## config.mk

```make
export PLATFORM = sky130hd
export DESIGN_NAME = rtat_top
export DESIGN_NICKNAME = d
export VERILOG_FILES = /design/src/common/rtat_pkg.sv /design/src/hw/rtat_top.sv /design/src/hw/rtat_match.sv
export VERILOG_INCLUDE_DIRS = /design/src /design/src/common
export SDC_FILE = /design/constraint.sdc
export NUM_CORES = 1
export LEC_CHECK = 0
export BUFFER_PORTS_ARGS = -buffer_cell sky130_fd_sc_hd__clkbuf_2
export CAP_MARGIN = 10
export CORE_MARGIN = 2
export CORE_UTILIZATION = 53
export DETAILED_ROUTE_END_ITERATION = 7
export PLACE_DENSITY = 0.82
export SLEW_MARGIN = 25
export SYNTH_ARGS = -nofsm -noshare
export SYNTH_HDL_FRONTEND = slang
export SYNTH_SLANG_ARGS = --single-unit
```

## constraint.sdc

```tcl
create_clock -name i_core_clk -period 3.6 [get_ports i_core_clk]
set_clock_uncertainty 0.15 [all_clocks]
set_input_delay 0.36 -clock i_core_clk [delete_from_list [all_inputs] [get_ports i_core_clk]]
set_output_delay 0.36 -clock i_core_clk [all_outputs]
set_load 0.005 [all_outputs]
```

## src/common/rtat_cfg.svh

```systemverilog
// Offsets, field positions, reset values and sizes of the remote target address table.
`ifndef RTAT_CFG_SVH
`define RTAT_CFG_SVH

// ==========================================================================
// Register offsets
// ==========================================================================
`define RTAT_ADDR_ENTRY_2   8'h0a
`define RTAT_ADDR_ENTRY_3   8'h0b
`define RTAT_ADDR_ENTRY_4   8'h0c
`define RTAT_ADDR_ENTRY_5   8'h0d
`define RTAT_ADDR_ENTRY_6   8'h0e
`define RTAT_ADDR_STATUS    8'h20

// ==========================================================================
// Field layout and reset values
// ==========================================================================
`define RTAT_FIELD_MSB      7
`define RTAT_FIELD_LSB      1
`define RTAT_RESERVED_BIT   0
`define RTAT_ENTRY_RESET    7'h00
`define RTAT_RD_IDLE        8'h00

// ==========================================================================
// Table size
// ==========================================================================
`define RTAT_NUM_ENTRIES    5
`define RTAT_FIRST_ENTRY    3'h2

`endif

```

## src/common/rtat_pkg.sv

```systemverilog
// Types shared by the remote target address table modules.
`include "rtat_cfg.svh"

package rtat_pkg;

  // ========================================================================
  // Basic types
  // ========================================================================
  typedef logic [6:0] rtat_addr7_t;
  typedef logic [2:0] rtat_index_t;

  // Outcome of the most recent alias hit, one-hot.
  typedef enum logic [2:0] {
    RTAT_OUT_NONE  = 3'b001,
    RTAT_OUT_FWD   = 3'b010,
    RTAT_OUT_BLOCK = 3'b100
  } rtat_outcome_t;

  // ========================================================================
  // Complete state of the table
  // ========================================================================
  typedef struct packed {
    logic [`RTAT_NUM_ENTRIES-1:0][6:0] entry;
    logic [7:0]                        rd_data;
    logic                              fwd_valid;
    rtat_addr7_t                       fwd_addr;
    logic                              fwd_rnw;
    rtat_index_t                       fwd_entry;
    logic                              txn_ack;
    logic                              txn_block;
    rtat_index_t                       last_entry;
    rtat_outcome_t                     last_outcome;
  } rtat_state_t;

endpackage

```

## src/hw/rtat_top.sv

```systemverilog
// Remote target address table for entries 2 to 6 with alias remapping.
`timescale 1ns/100ps
`default_nettype none
`include "rtat_cfg.svh"

// ==========================================================================
// ==========================================================================

module rtat_top
  import rtat_pkg::*;
(
  // Clock and reset.
  input  wire logic        i_core_clk,
  input  wire logic        i_reset,

  // Register port.
  input  wire logic [7:0]  i_addr,
  input  wire logic [7:0]  i_wr_data,
  input  wire logic        i_wr_en,
  input  wire logic        i_rd_en,
  output logic [7:0]       o_rd_data,

  // Alias values from the alias registers.
  input  wire logic [6:0]  i_local_alias_field_2,
  input  wire logic [6:0]  i_local_alias_field_3,
  input  wire logic [6:0]  i_local_alias_field_4,
  input  wire logic [6:0]  i_local_alias_field_5,
  input  wire logic [6:0]  i_local_alias_field_6,

  // Local I2C target port request.
  input  wire logic        i_txn_valid,
  input  wire logic [6:0]  i_txn_addr,
  input  wire logic        i_txn_rnw,
  output logic             o_txn_ack,
  output logic             o_txn_block,

  // Control channel forwarder request.
  output logic             o_fwd_valid,
  output logic [6:0]       o_fwd_addr,
  output logic             o_fwd_rnw,
  output logic [2:0]       o_fwd_entry,

  // Stored target addresses.
  output logic [6:0]       o_target_addr_field_2,
  output logic [6:0]       o_target_addr_field_3,
  output logic [6:0]       o_target_addr_field_4,
  output logic [6:0]       o_target_addr_field_5,
  output logic [6:0]       o_target_addr_field_6
);

  // ========================================================================
  // Decode helpers
  // ========================================================================
  function automatic logic is_entry_addr(input logic [7:0] addr);
    return (addr >= `RTAT_ADDR_ENTRY_2) && (addr <= `RTAT_ADDR_ENTRY_6);
  endfunction

  function automatic rtat_index_t entry_index(input logic [7:0] addr);
    logic [7:0] diff;
    diff = addr - `RTAT_ADDR_ENTRY_2;
    return diff[2:0];
  endfunction

  // ========================================================================
  // State
  // ========================================================================
  rtat_state_t                       s_q;
  rtat_state_t                       s_d;
  logic [`RTAT_NUM_ENTRIES-1:0][6:0] alias_vec;
  logic                              alias_hit;
  rtat_index_t                       hit_index;
  rtat_addr7_t                       hit_entry;

  assign alias_vec = {i_local_alias_field_6, i_local_alias_field_5,
                      i_local_alias_field_4, i_local_alias_field_3,
                      i_local_alias_field_2};

  // ========================================================================
  // Alias match
  // ========================================================================
  rtat_match #(
    .N  (`RTAT_NUM_ENTRIES),
    .W  (7),
    .IW (3)
  ) u_match (
    .i_alias (alias_vec),
    .i_addr  (i_txn_addr),
    .o_hit   (alias_hit),
    .o_index (hit_index)
  );

  // The entry value in force in the request cycle is the one used.
  assign hit_entry = s_q.entry[hit_index];

  // ========================================================================
  // Next state
  // ========================================================================
  always_comb begin
    s_d           = s_q;
    s_d.rd_data   = `RTAT_RD_IDLE;
    s_d.fwd_valid = 1'b0;
    s_d.txn_ack   = 1'b0;
    s_d.txn_block = 1'b0;

    // Register writes store bits 7 to 1; bit 0 is dropped.
    if (i_wr_en) begin
      if (is_entry_addr(i_addr)) begin
        s_d.entry[entry_index(i_addr)] =
          i_wr_data[`RTAT_FIELD_MSB:`RTAT_FIELD_LSB];
      end
    end

    // Read data stand for exactly the cycle after the strobe.
    if (i_rd_en) begin
      if (is_entry_addr(i_addr)) begin
        s_d.rd_data = {s_q.entry[entry_index(i_addr)], 1'b0};
      end else if (i_addr == `RTAT_ADDR_STATUS) begin
        s_d.rd_data = {2'h0, s_q.last_outcome, s_q.last_entry};
      end else begin
        s_d.rd_data = `RTAT_RD_IDLE;
      end
    end

    // Transactions to a nonzero alias are ours; the entry decides the rest.
    if (i_txn_valid && alias_hit) begin
      s_d.last_entry = 3'(hit_index + `RTAT_FIRST_ENTRY);
      if (hit_entry != `RTAT_ENTRY_RESET) begin
        s_d.fwd_valid    = 1'b1;
        s_d.fwd_addr     = hit_entry;
        s_d.fwd_rnw      = i_txn_rnw;
        s_d.fwd_entry    = 3'(hit_index + `RTAT_FIRST_ENTRY);
        s_d.txn_ack      = 1'b1;
        s_d.last_outcome = RTAT_OUT_FWD;
      end else begin
        s_d.txn_block    = 1'b1;
        s_d.last_outcome = RTAT_OUT_BLOCK;
      end
    end
  end

  // ========================================================================
  // Registers
  // ========================================================================
  always_ff @(posedge i_core_clk) begin
    if (i_reset) begin
      s_q              <= '0;
      s_q.last_outcome <= RTAT_OUT_NONE;
    end else begin
      s_q <= s_d;
    end
  end

  // ========================================================================
  // Outputs
  // ========================================================================
  assign o_rd_data             = s_q.rd_data;
  assign o_txn_ack             = s_q.txn_ack;
  assign o_txn_block           = s_q.txn_block;
  assign o_fwd_valid           = s_q.fwd_valid;
  assign o_fwd_addr            = s_q.fwd_addr;
  assign o_fwd_rnw             = s_q.fwd_rnw;
  assign o_fwd_entry           = s_q.fwd_entry;
  assign o_target_addr_field_2 = s_q.entry[0];
  assign o_target_addr_field_3 = s_q.entry[1];
  assign o_target_addr_field_4 = s_q.entry[2];
  assign o_target_addr_field_5 = s_q.entry[3];
  assign o_target_addr_field_6 = s_q.entry[4];

  // ========================================================================
  // Checks
  // ========================================================================
  entry_write_a: assert property (
    @(posedge i_core_clk) disable iff (i_reset)
    (i_wr_en && is_entry_addr(i_addr))
      |=> (s_q.entry[entry_index($past(i_addr))] == $past(i_wr_data[7:1]))
  ) else $error("entry write not stored");

  write_readback_a: assert property (
    @(posedge i_core_clk) disable iff (i_reset)
    ((i_wr_en && is_entry_addr(i_addr))
      ##1 (i_rd_en && !i_wr_en && (i_addr == $past(i_addr))))
      |=> (o_rd_data == {$past(i_wr_data[7:1], 2), 1'b0})
  ) else $error("entry read back differs from write");

  remap_forward_a: assert property (
    @(posedge i_core_clk) disable iff (i_reset)
    (i_txn_valid && alias_hit && (hit_entry != 7'h00))
      |=> (o_fwd_valid && o_txn_ack && (o_fwd_addr == $past(hit_entry))
           && (o_fwd_rnw == $past(i_txn_rnw))
           && (o_fwd_entry == $past(hit_index) + 3'h2))
  ) else $error("aliased transaction not remapped and forwarded");

  zero_blocks_a: assert property (
    @(posedge i_core_clk) disable iff (i_reset)
    (i_txn_valid && alias_hit && (hit_entry == 7'h00))
      |=> (!o_fwd_valid && !o_txn_ack && o_txn_block)
  ) else $error("zero entry did not block transaction");

  fwd_cause_a: assert property (
    @(posedge i_core_clk) disable iff (i_reset)
    o_fwd_valid |-> ($past(i_txn_valid) && ($past(i_txn_addr) != 7'h00)
                     && (o_fwd_addr != 7'h00))
  ) else $error("forward without nonzero alias request");

  miss_ignored_a: assert property (
    @(posedge i_core_clk) disable iff (i_reset)
    (!alias_hit || !i_txn_valid)
      |=> (!o_fwd_valid && !o_txn_ack && !o_txn_block)
  ) else $error("transaction taken without alias hit");

  reserved_zero_a: assert property (
    @(posedge i_core_clk) disable iff (i_reset)
    $past(i_rd_en) && is_entry_addr($past(i_addr)) |-> (o_rd_data[0] == 1'b0)
  ) else $error("reserved bit read as one");

  reset_clear_a: assert property (
    @(posedge i_core_clk)
    ($past(i_reset) && !i_reset)
      |-> ((s_q.entry == '0) && !o_fwd_valid && (o_rd_data == 8'h00))
  ) else $error("table not cleared by reset");

  rd_window_a: assert property (
    @(posedge i_core_clk) disable iff (i_reset)
    !i_rd_en |=> (o_rd_data == 8'h00)
  ) else $error("read data outside read window");

endmodule

`default_nettype wire

```

## src/hw/rtat_match.sv

```systemverilog
// Alias comparator that finds the table entry a local bus address belongs to.
`timescale 1ns/100ps
`default_nettype none

module rtat_match #(
  parameter int N  = 5,
  parameter int W  = 7,
  parameter int IW = 3
) (
  // Alias values, one per entry.
  input  wire logic [N-1:0][W-1:0] i_alias,
  // Address of the local transaction.
  input  wire logic [W-1:0]        i_addr,
  // Match result.
  output logic                     o_hit,
  output logic [IW-1:0]            o_index
);

  // A zero alias never matches; the lowest entry wins if several match.
  always_comb begin
    o_hit   = 1'b0;
    o_index = '0;
    for (int k = N - 1; k >= 0; k--) begin
      if ((i_alias[k] != '0) && (i_alias[k] == i_addr)) begin
        o_hit   = 1'b1;
        o_index = IW'(k);
      end
    end
  end

endmodule

`default_nettype wire

```

# ---- Word level (Yosys, flattened, before mapping)
# Cells that the tools add are included.
dict set report classes {
  order_cmp 5
  n_eq_ne 6
  addsub 2
  bitwise_logic 3
  mux 22
  reduce_logical 19
}
# op count
set ops {}
lappend ops {{binary-select mux 7 bit (select 3 bit)} 2}
lappend ops {{nonzero test 7 bit} 6}
lappend ops {{bitwise mux 35 bit} 1}
lappend ops {{equality test 7 bit} 5}
lappend ops {{demux 7 bit (select 3 bit)} 1}
lappend ops {{two-way mux 7 bit} 3}
lappend ops {{two-way mux 3 bit} 6}
lappend ops {{two-way mux 13 bit} 1}
lappend ops {{equality test 8 x 6 -> 1 bit, second input constant} 1}
lappend ops {{greater-or-equal comparator 8 x 4 -> 1 bit, second input constant} 1}
lappend ops {{<= comparator 8 x 4 -> 1 bit, second input constant} 1}
lappend ops {{logical AND 1 bit} 8}
lappend ops {{less-than comparator 3 x 4 -> 1 bit, second input constant} 2}
lappend ops {{two-way mux 8 bit} 1}
lappend ops {{two-way mux 1 bit} 6}
lappend ops {{two-way mux 6 bit} 1}
lappend ops {{AND reduction 2 bit} 2}
lappend ops {{OR reduction 2 bit} 2}
lappend ops {{OR reduction 4 bit} 1}
lappend ops {{adder 3 x 2 -> 3 bit, second input constant} 1}
lappend ops {{greater-or-equal comparator 3 x 1 -> 1 bit, second input constant} 1}
lappend ops {{NOT 1 bit} 3}
lappend ops {{subtractor 3 x 2 -> 3 bit, second input constant} 1}
dict set report totals {
  regBits 63
  inputBits 64
  word_cells 72
}

# ---- Longest topological paths before layout
dict set report depth {
  depth_word 11
  depth_mapped 12
  mapped_depth_nobuf 9
}

# ---- Hierarchy
# Synthesis repeated with hierarchy kept, for this count alone.
dict set report hier_totals {
  cells_unflattened 462
  area_unflattened_um2 4090.2
}
# module instances seq_area_each_um2 area_per_inst_um2 cells_each
set modules_own_cells {}
lappend modules_own_cells {rtat_top 1 1241.2 3465.8 387}
lappend modules_own_cells {rtat_match 1 0.0 624.3 75}

# ---- Worst setup path after synthesis
# Ideal clock, no wire load.
dict set report synth_timing {
  kind {input to register}
  start {in i_txn_addr[3]}
  end {reg s_q (netlist bit o_fwd_addr[2])}
  stages 11
  t_arrival_ns 2.708
  setup_slack_ns 0.618
  n_path_buf 2
  setup_ns 0.123
  cell_sequence {buf_2 > xor2_1 > nor4_2 > and3_1 > buf_4 > nor2_4 > a221oi_1 > o221ai_2 > nor4_4 > a21o_4 > mux2_1}
}
dict set report synth_between {
  elab_chain_cells 11
}
# element line_no
set synth_rtl {}
lappend synth_rtl {{start, declared} rtat_top.sv:32} ;# input wire logic [6:0] i_txn_addr,
lappend synth_rtl {{equality test 7 bit} rtat_match.sv:24} ;# if ((i_alias[k] != '0) && (i_alias[k] == i_addr)) begin
lappend synth_rtl {{logical AND 1 bit} rtat_match.sv:24}
lappend synth_rtl {{two-way mux 3 bit (5 in series)} rtat_match.sv:24}
lappend synth_rtl {{binary-select mux 7 bit (select 3 bit)} rtat_top.sv:93} ;# assign hit_entry = s_q.entry[hit_index];
lappend synth_rtl {{two-way mux 7 bit (not written as such)} rtat_top.sv:93}
lappend synth_rtl {{nonzero test 7 bit (no source line)} n/a}
lappend synth_rtl {{AND reduction 2 bit (no source line)} n/a}
lappend synth_rtl {{end, declared} rtat_top.sv:67} ;# rtat_state_t s_q;
# Several ways; a longest one is shown, not always the timed one. The select of a mux whose other input is x is not followed.
# A chain may end at the register's enable or synchronous reset.

# ---- Worst setup path in the final report
dict set report layout_timing {
  start {in i_txn_addr[6]}
  end {reg s_q (netlist bit o_fwd_addr[2])}
}
# Same word-level chain as after synthesis.

==> out/summary.txt <==
EDFF count, synth - 0
Status - finished, final reports clean
TritonCTS buffer count - 9
Slowest stage cell, crit path - nor4_4
Vias per cell - 5.66
IO Port Bufs - 119
Die Y-Extent - 91.9 um
Fin area - 0.00451 mm^2
Remaining antenna violation count - 0
Synth cell types - 69
ANT cells - 0
Worst-path clk slew - 60 ps
Critical-path cell list - clkbuf_2 > xor2_1 > nor4_2 > and3_1 > nor2_4 > a221oi_1 > o221ai_2 > nor4_4 > a21o_4 > mux2_1
Yosys reg bits - 62
Max Cap Viol - 0
Worst Tran Pin Value - 960 ps
Post-route DRC - 0
CP endpoint kind - flip-flop
Gpl congestion - 0.970
Die X - 91.9 um
Dpl cell area - 0.00433 mm^2
Gr usage total - 0.256
CTS Buffer Depth - 2
Synthesized area per cell - 8.81 um^2
Mapped Nets - 532
Vias in the first global route - 3426
M1 GR Usage - 0.334
Tcrit/Tclk final - 0.844
Clock latency on the worst-skew pair - 340 ps
RSZ-0062 raised after global routing - no
Htree depth - 3
Setup violations, final - 0
Startpoint types - input pin
Yosys warning total - 0
Top FF cell, synth - dfxtp_1
WP data arrival - 3110 ps
Power per Cell Area - 319 mW/mm^2
Async S/R FF share, synth - 0
Grt total ovfl - 0
Leak - 2.07 nW
Layout cell share with drive strength beyond 1 - 0.335
Final wirelength - 10.6 mm
Cell Area, Synth - 0.00410 mm^2
Detail Placement HPWL - 8.06 mm
Vias - 3581
Setup TNS - 0 ps
CTS Hold Bufs - 0
Std-Cell Rows - 32
# nets final - 593
Io pins - 121
Min Tclk post-route - 3040 ps
Fin. Hold Viols - 0
Met3 global-route usage - 0.0526
Cts repair resizes - 0
Layer with the highest usage - met2
Die ar. - 0.00845 mm^2
Kind of critical path - input pin to flip-flop
Fmax - 0.329 GHz
Slowest stage delay, CP - 490 ps
Slew headroom - 0.354
Met2 usage - 0.418
CP max FO - 10
Area Growth Syn to Fin - 10.1%
Setup bufs post-CTS - 0
VDD IR max - 0.349 mV
Hold WC Path Type - input pin to flip-flop
Max Transition Viols Final - 0
Seq/Total Area, Yosys - 0.303
Post-Syn Instances - 465
Critical Path RT - 3670 ps
First-pass GRT wire length - 17.1 mm
Largest net degree at the start of global routing - 48
Starting DRC count in detailed routing - 251
Clock tree sinks - 62
Starting Density - 0.538
1st-pass router iterations - 6
Initial antenna violation count - 0
Drt wl/cell - 16.7 um
CTS tree - done
Root Buffer - clkbuf_8
Core ar. - 0.00761 mm^2
## state kept, by name (all words and copies together) (netlist names)
register               cells
o_fwd_addr                 7
o_fwd_entry                3
o_fwd_rnw                  1
o_fwd_valid                1
o_rd_data                  8
o_target_addr_field_2      7
o_target_addr_field_3      7
o_target_addr_field_4      7
o_target_addr_field_5      7
o_target_addr_field_6      7
o_txn_block                1
s_q                        6
## final timing paths
kind / to / start / cells past startpoint / slack [ps]
hold reg to reg: o_fwd_addr[6]$_SDFFE_PP0P_ / o_fwd_addr[6]$_SDFFE_PP0P_ / 2 / 300
setup / recovery: o_fwd_addr[2]$_SDFFE_PP0P_ / i_txn_addr[6] / 10 / 560
setup reg to reg: o_fwd_addr[2]$_SDFFE_PP0P_ / o_target_addr_field_5[6]$_SDFFE_PP0P_ / 6 / 1100
hold / removal: o_fwd_rnw$_SDFFE_PP0P_ / i_txn_rnw / 3 / 100
## cells in the mapped netlist (all sizes together), types with 10 or more instances
master   n  area share
mux2i   33       0.081
xor2    18       0.038
clkbuf  13       0.017
dfxtp   62        0.30
nor2    47       0.045
o21ai   14       0.018
nand3   14       0.018
xnor2   14       0.030
a21oi   27       0.035
nand2   46       0.044
nor3    10       0.013
buf     62        0.11
## layout by cell type (no fill, tap or decap), types with 2 or more instances in the layout
master / n
clkbuf_1: 3
clkbuf_8: 9
nand2_1: 45
nor3_1: 9
a211oi_2: 3
o221ai_2: 2
nor4_1: 6
and2_1: 2
and3_1: 3
o21ai_1: 2
a32o_1: 4
or2_2: 2
xnor2_1: 14
nor2b_1: 6
clkbuf_2: 119
o21ai_0: 11
xor2_1: 18
mux2_1: 2
a221oi_1: 2
clkinv_2: 2
mux2i_1: 33
nand3_1: 13
a21oi_2: 2
mux2_2: 2
nand4_1: 4
a211o_2: 3
a31oi_1: 3
nand2b_1: 4
buf_4: 6
o211ai_1: 4
and3_2: 2
ha_1: 3
a211oi_1: 6
a21oi_1: 25
nor4_2: 2
dfxtp_1: 62
nor2_1: 46
inv_1: 8
mux4_2: 7
## power by group
| part | switching, mW | total (mW) | internal [mW] |
|---|---|---|---|
| combinational | 0.0999 | 0.170 | 0.0699 |
| clock | 0.264 | 0.582 | 0.318 |
| sequential | 0.00146 | 0.690 | 0.688 |
| total | 0.365 | 1.44 | 1.08 |
## layer usage
layer | share of wire | vias up | wire length [um]
met5 | 0 | - | 0
met4 | 0.024 | 0 | 250
met3 | 0.062 | 25 | 655
met2 | 0.48 | 142 | 5100
met1 | 0.43 | 1688 | 4550
li1 | - | 1726 | -
## worst max-delay path: cells and delay by family
family	cells	cell delay [ps]
AOI/OAI and AO/OA	3	780
buffers and inverters	1	190
muxes	1	320
and+or+nand+nor	4	1240
xor gates and xnor gates	1	210
## cells by family (layout without fill, tap and decap cells)
| kind of cell | count (synthesis) | in the layout | synth area share |
|---|---|---|---|
| AO/OA/AOI/OAI | 86 | 86 | 0.160 |
| multiplexers | 45 | 45 | 0.134 |
| adder cells (fa/ha/maj) | 3 | 3 | 0.00916 |
| AND/OR/NAND/NOR | 154 | 154 | 0.188 |
| flip-flops | 62 | 62 | 0.303 |
| XOR/XNOR | 32 | 32 | 0.0684 |
| buffers and inverters | 83 | 149 | 0.138 |
## area by class of cell
| class | instances | area [um^2] |
|---|---|---|
| flip-flops and latches | 62 | 1240 |
| well taps | 102 | 128 |
| repair buffers | 125 | 641 |
| fillers | 676 | 3100 |
| inverters | 8 | 30.0 |
| clock inverters | 4 | 47.5 |
| clock buffers | 12 | 135 |
| multi-input cells | 320 | 2290 |
## through the flow
stage / power [mW] / util / hold WS, ps / std cells / worst slack [ps]
after floorplan: 0.811 / - / 273 / 465 / 618
after global placement: 0.868 / 0.569 / 285 / 617 / 354
after detailed placement: 0.873 / 0.569 / 287 / 617 / 250
after CTS: 1.45 / 0.593 / 89.2 / 633 / 600
after global routing: 1.50 / 0.593 / 107 / 633 / 353
final: 1.44 / 0.593 / 100 / 633 / 560
(Power assumes the default switching activity.)
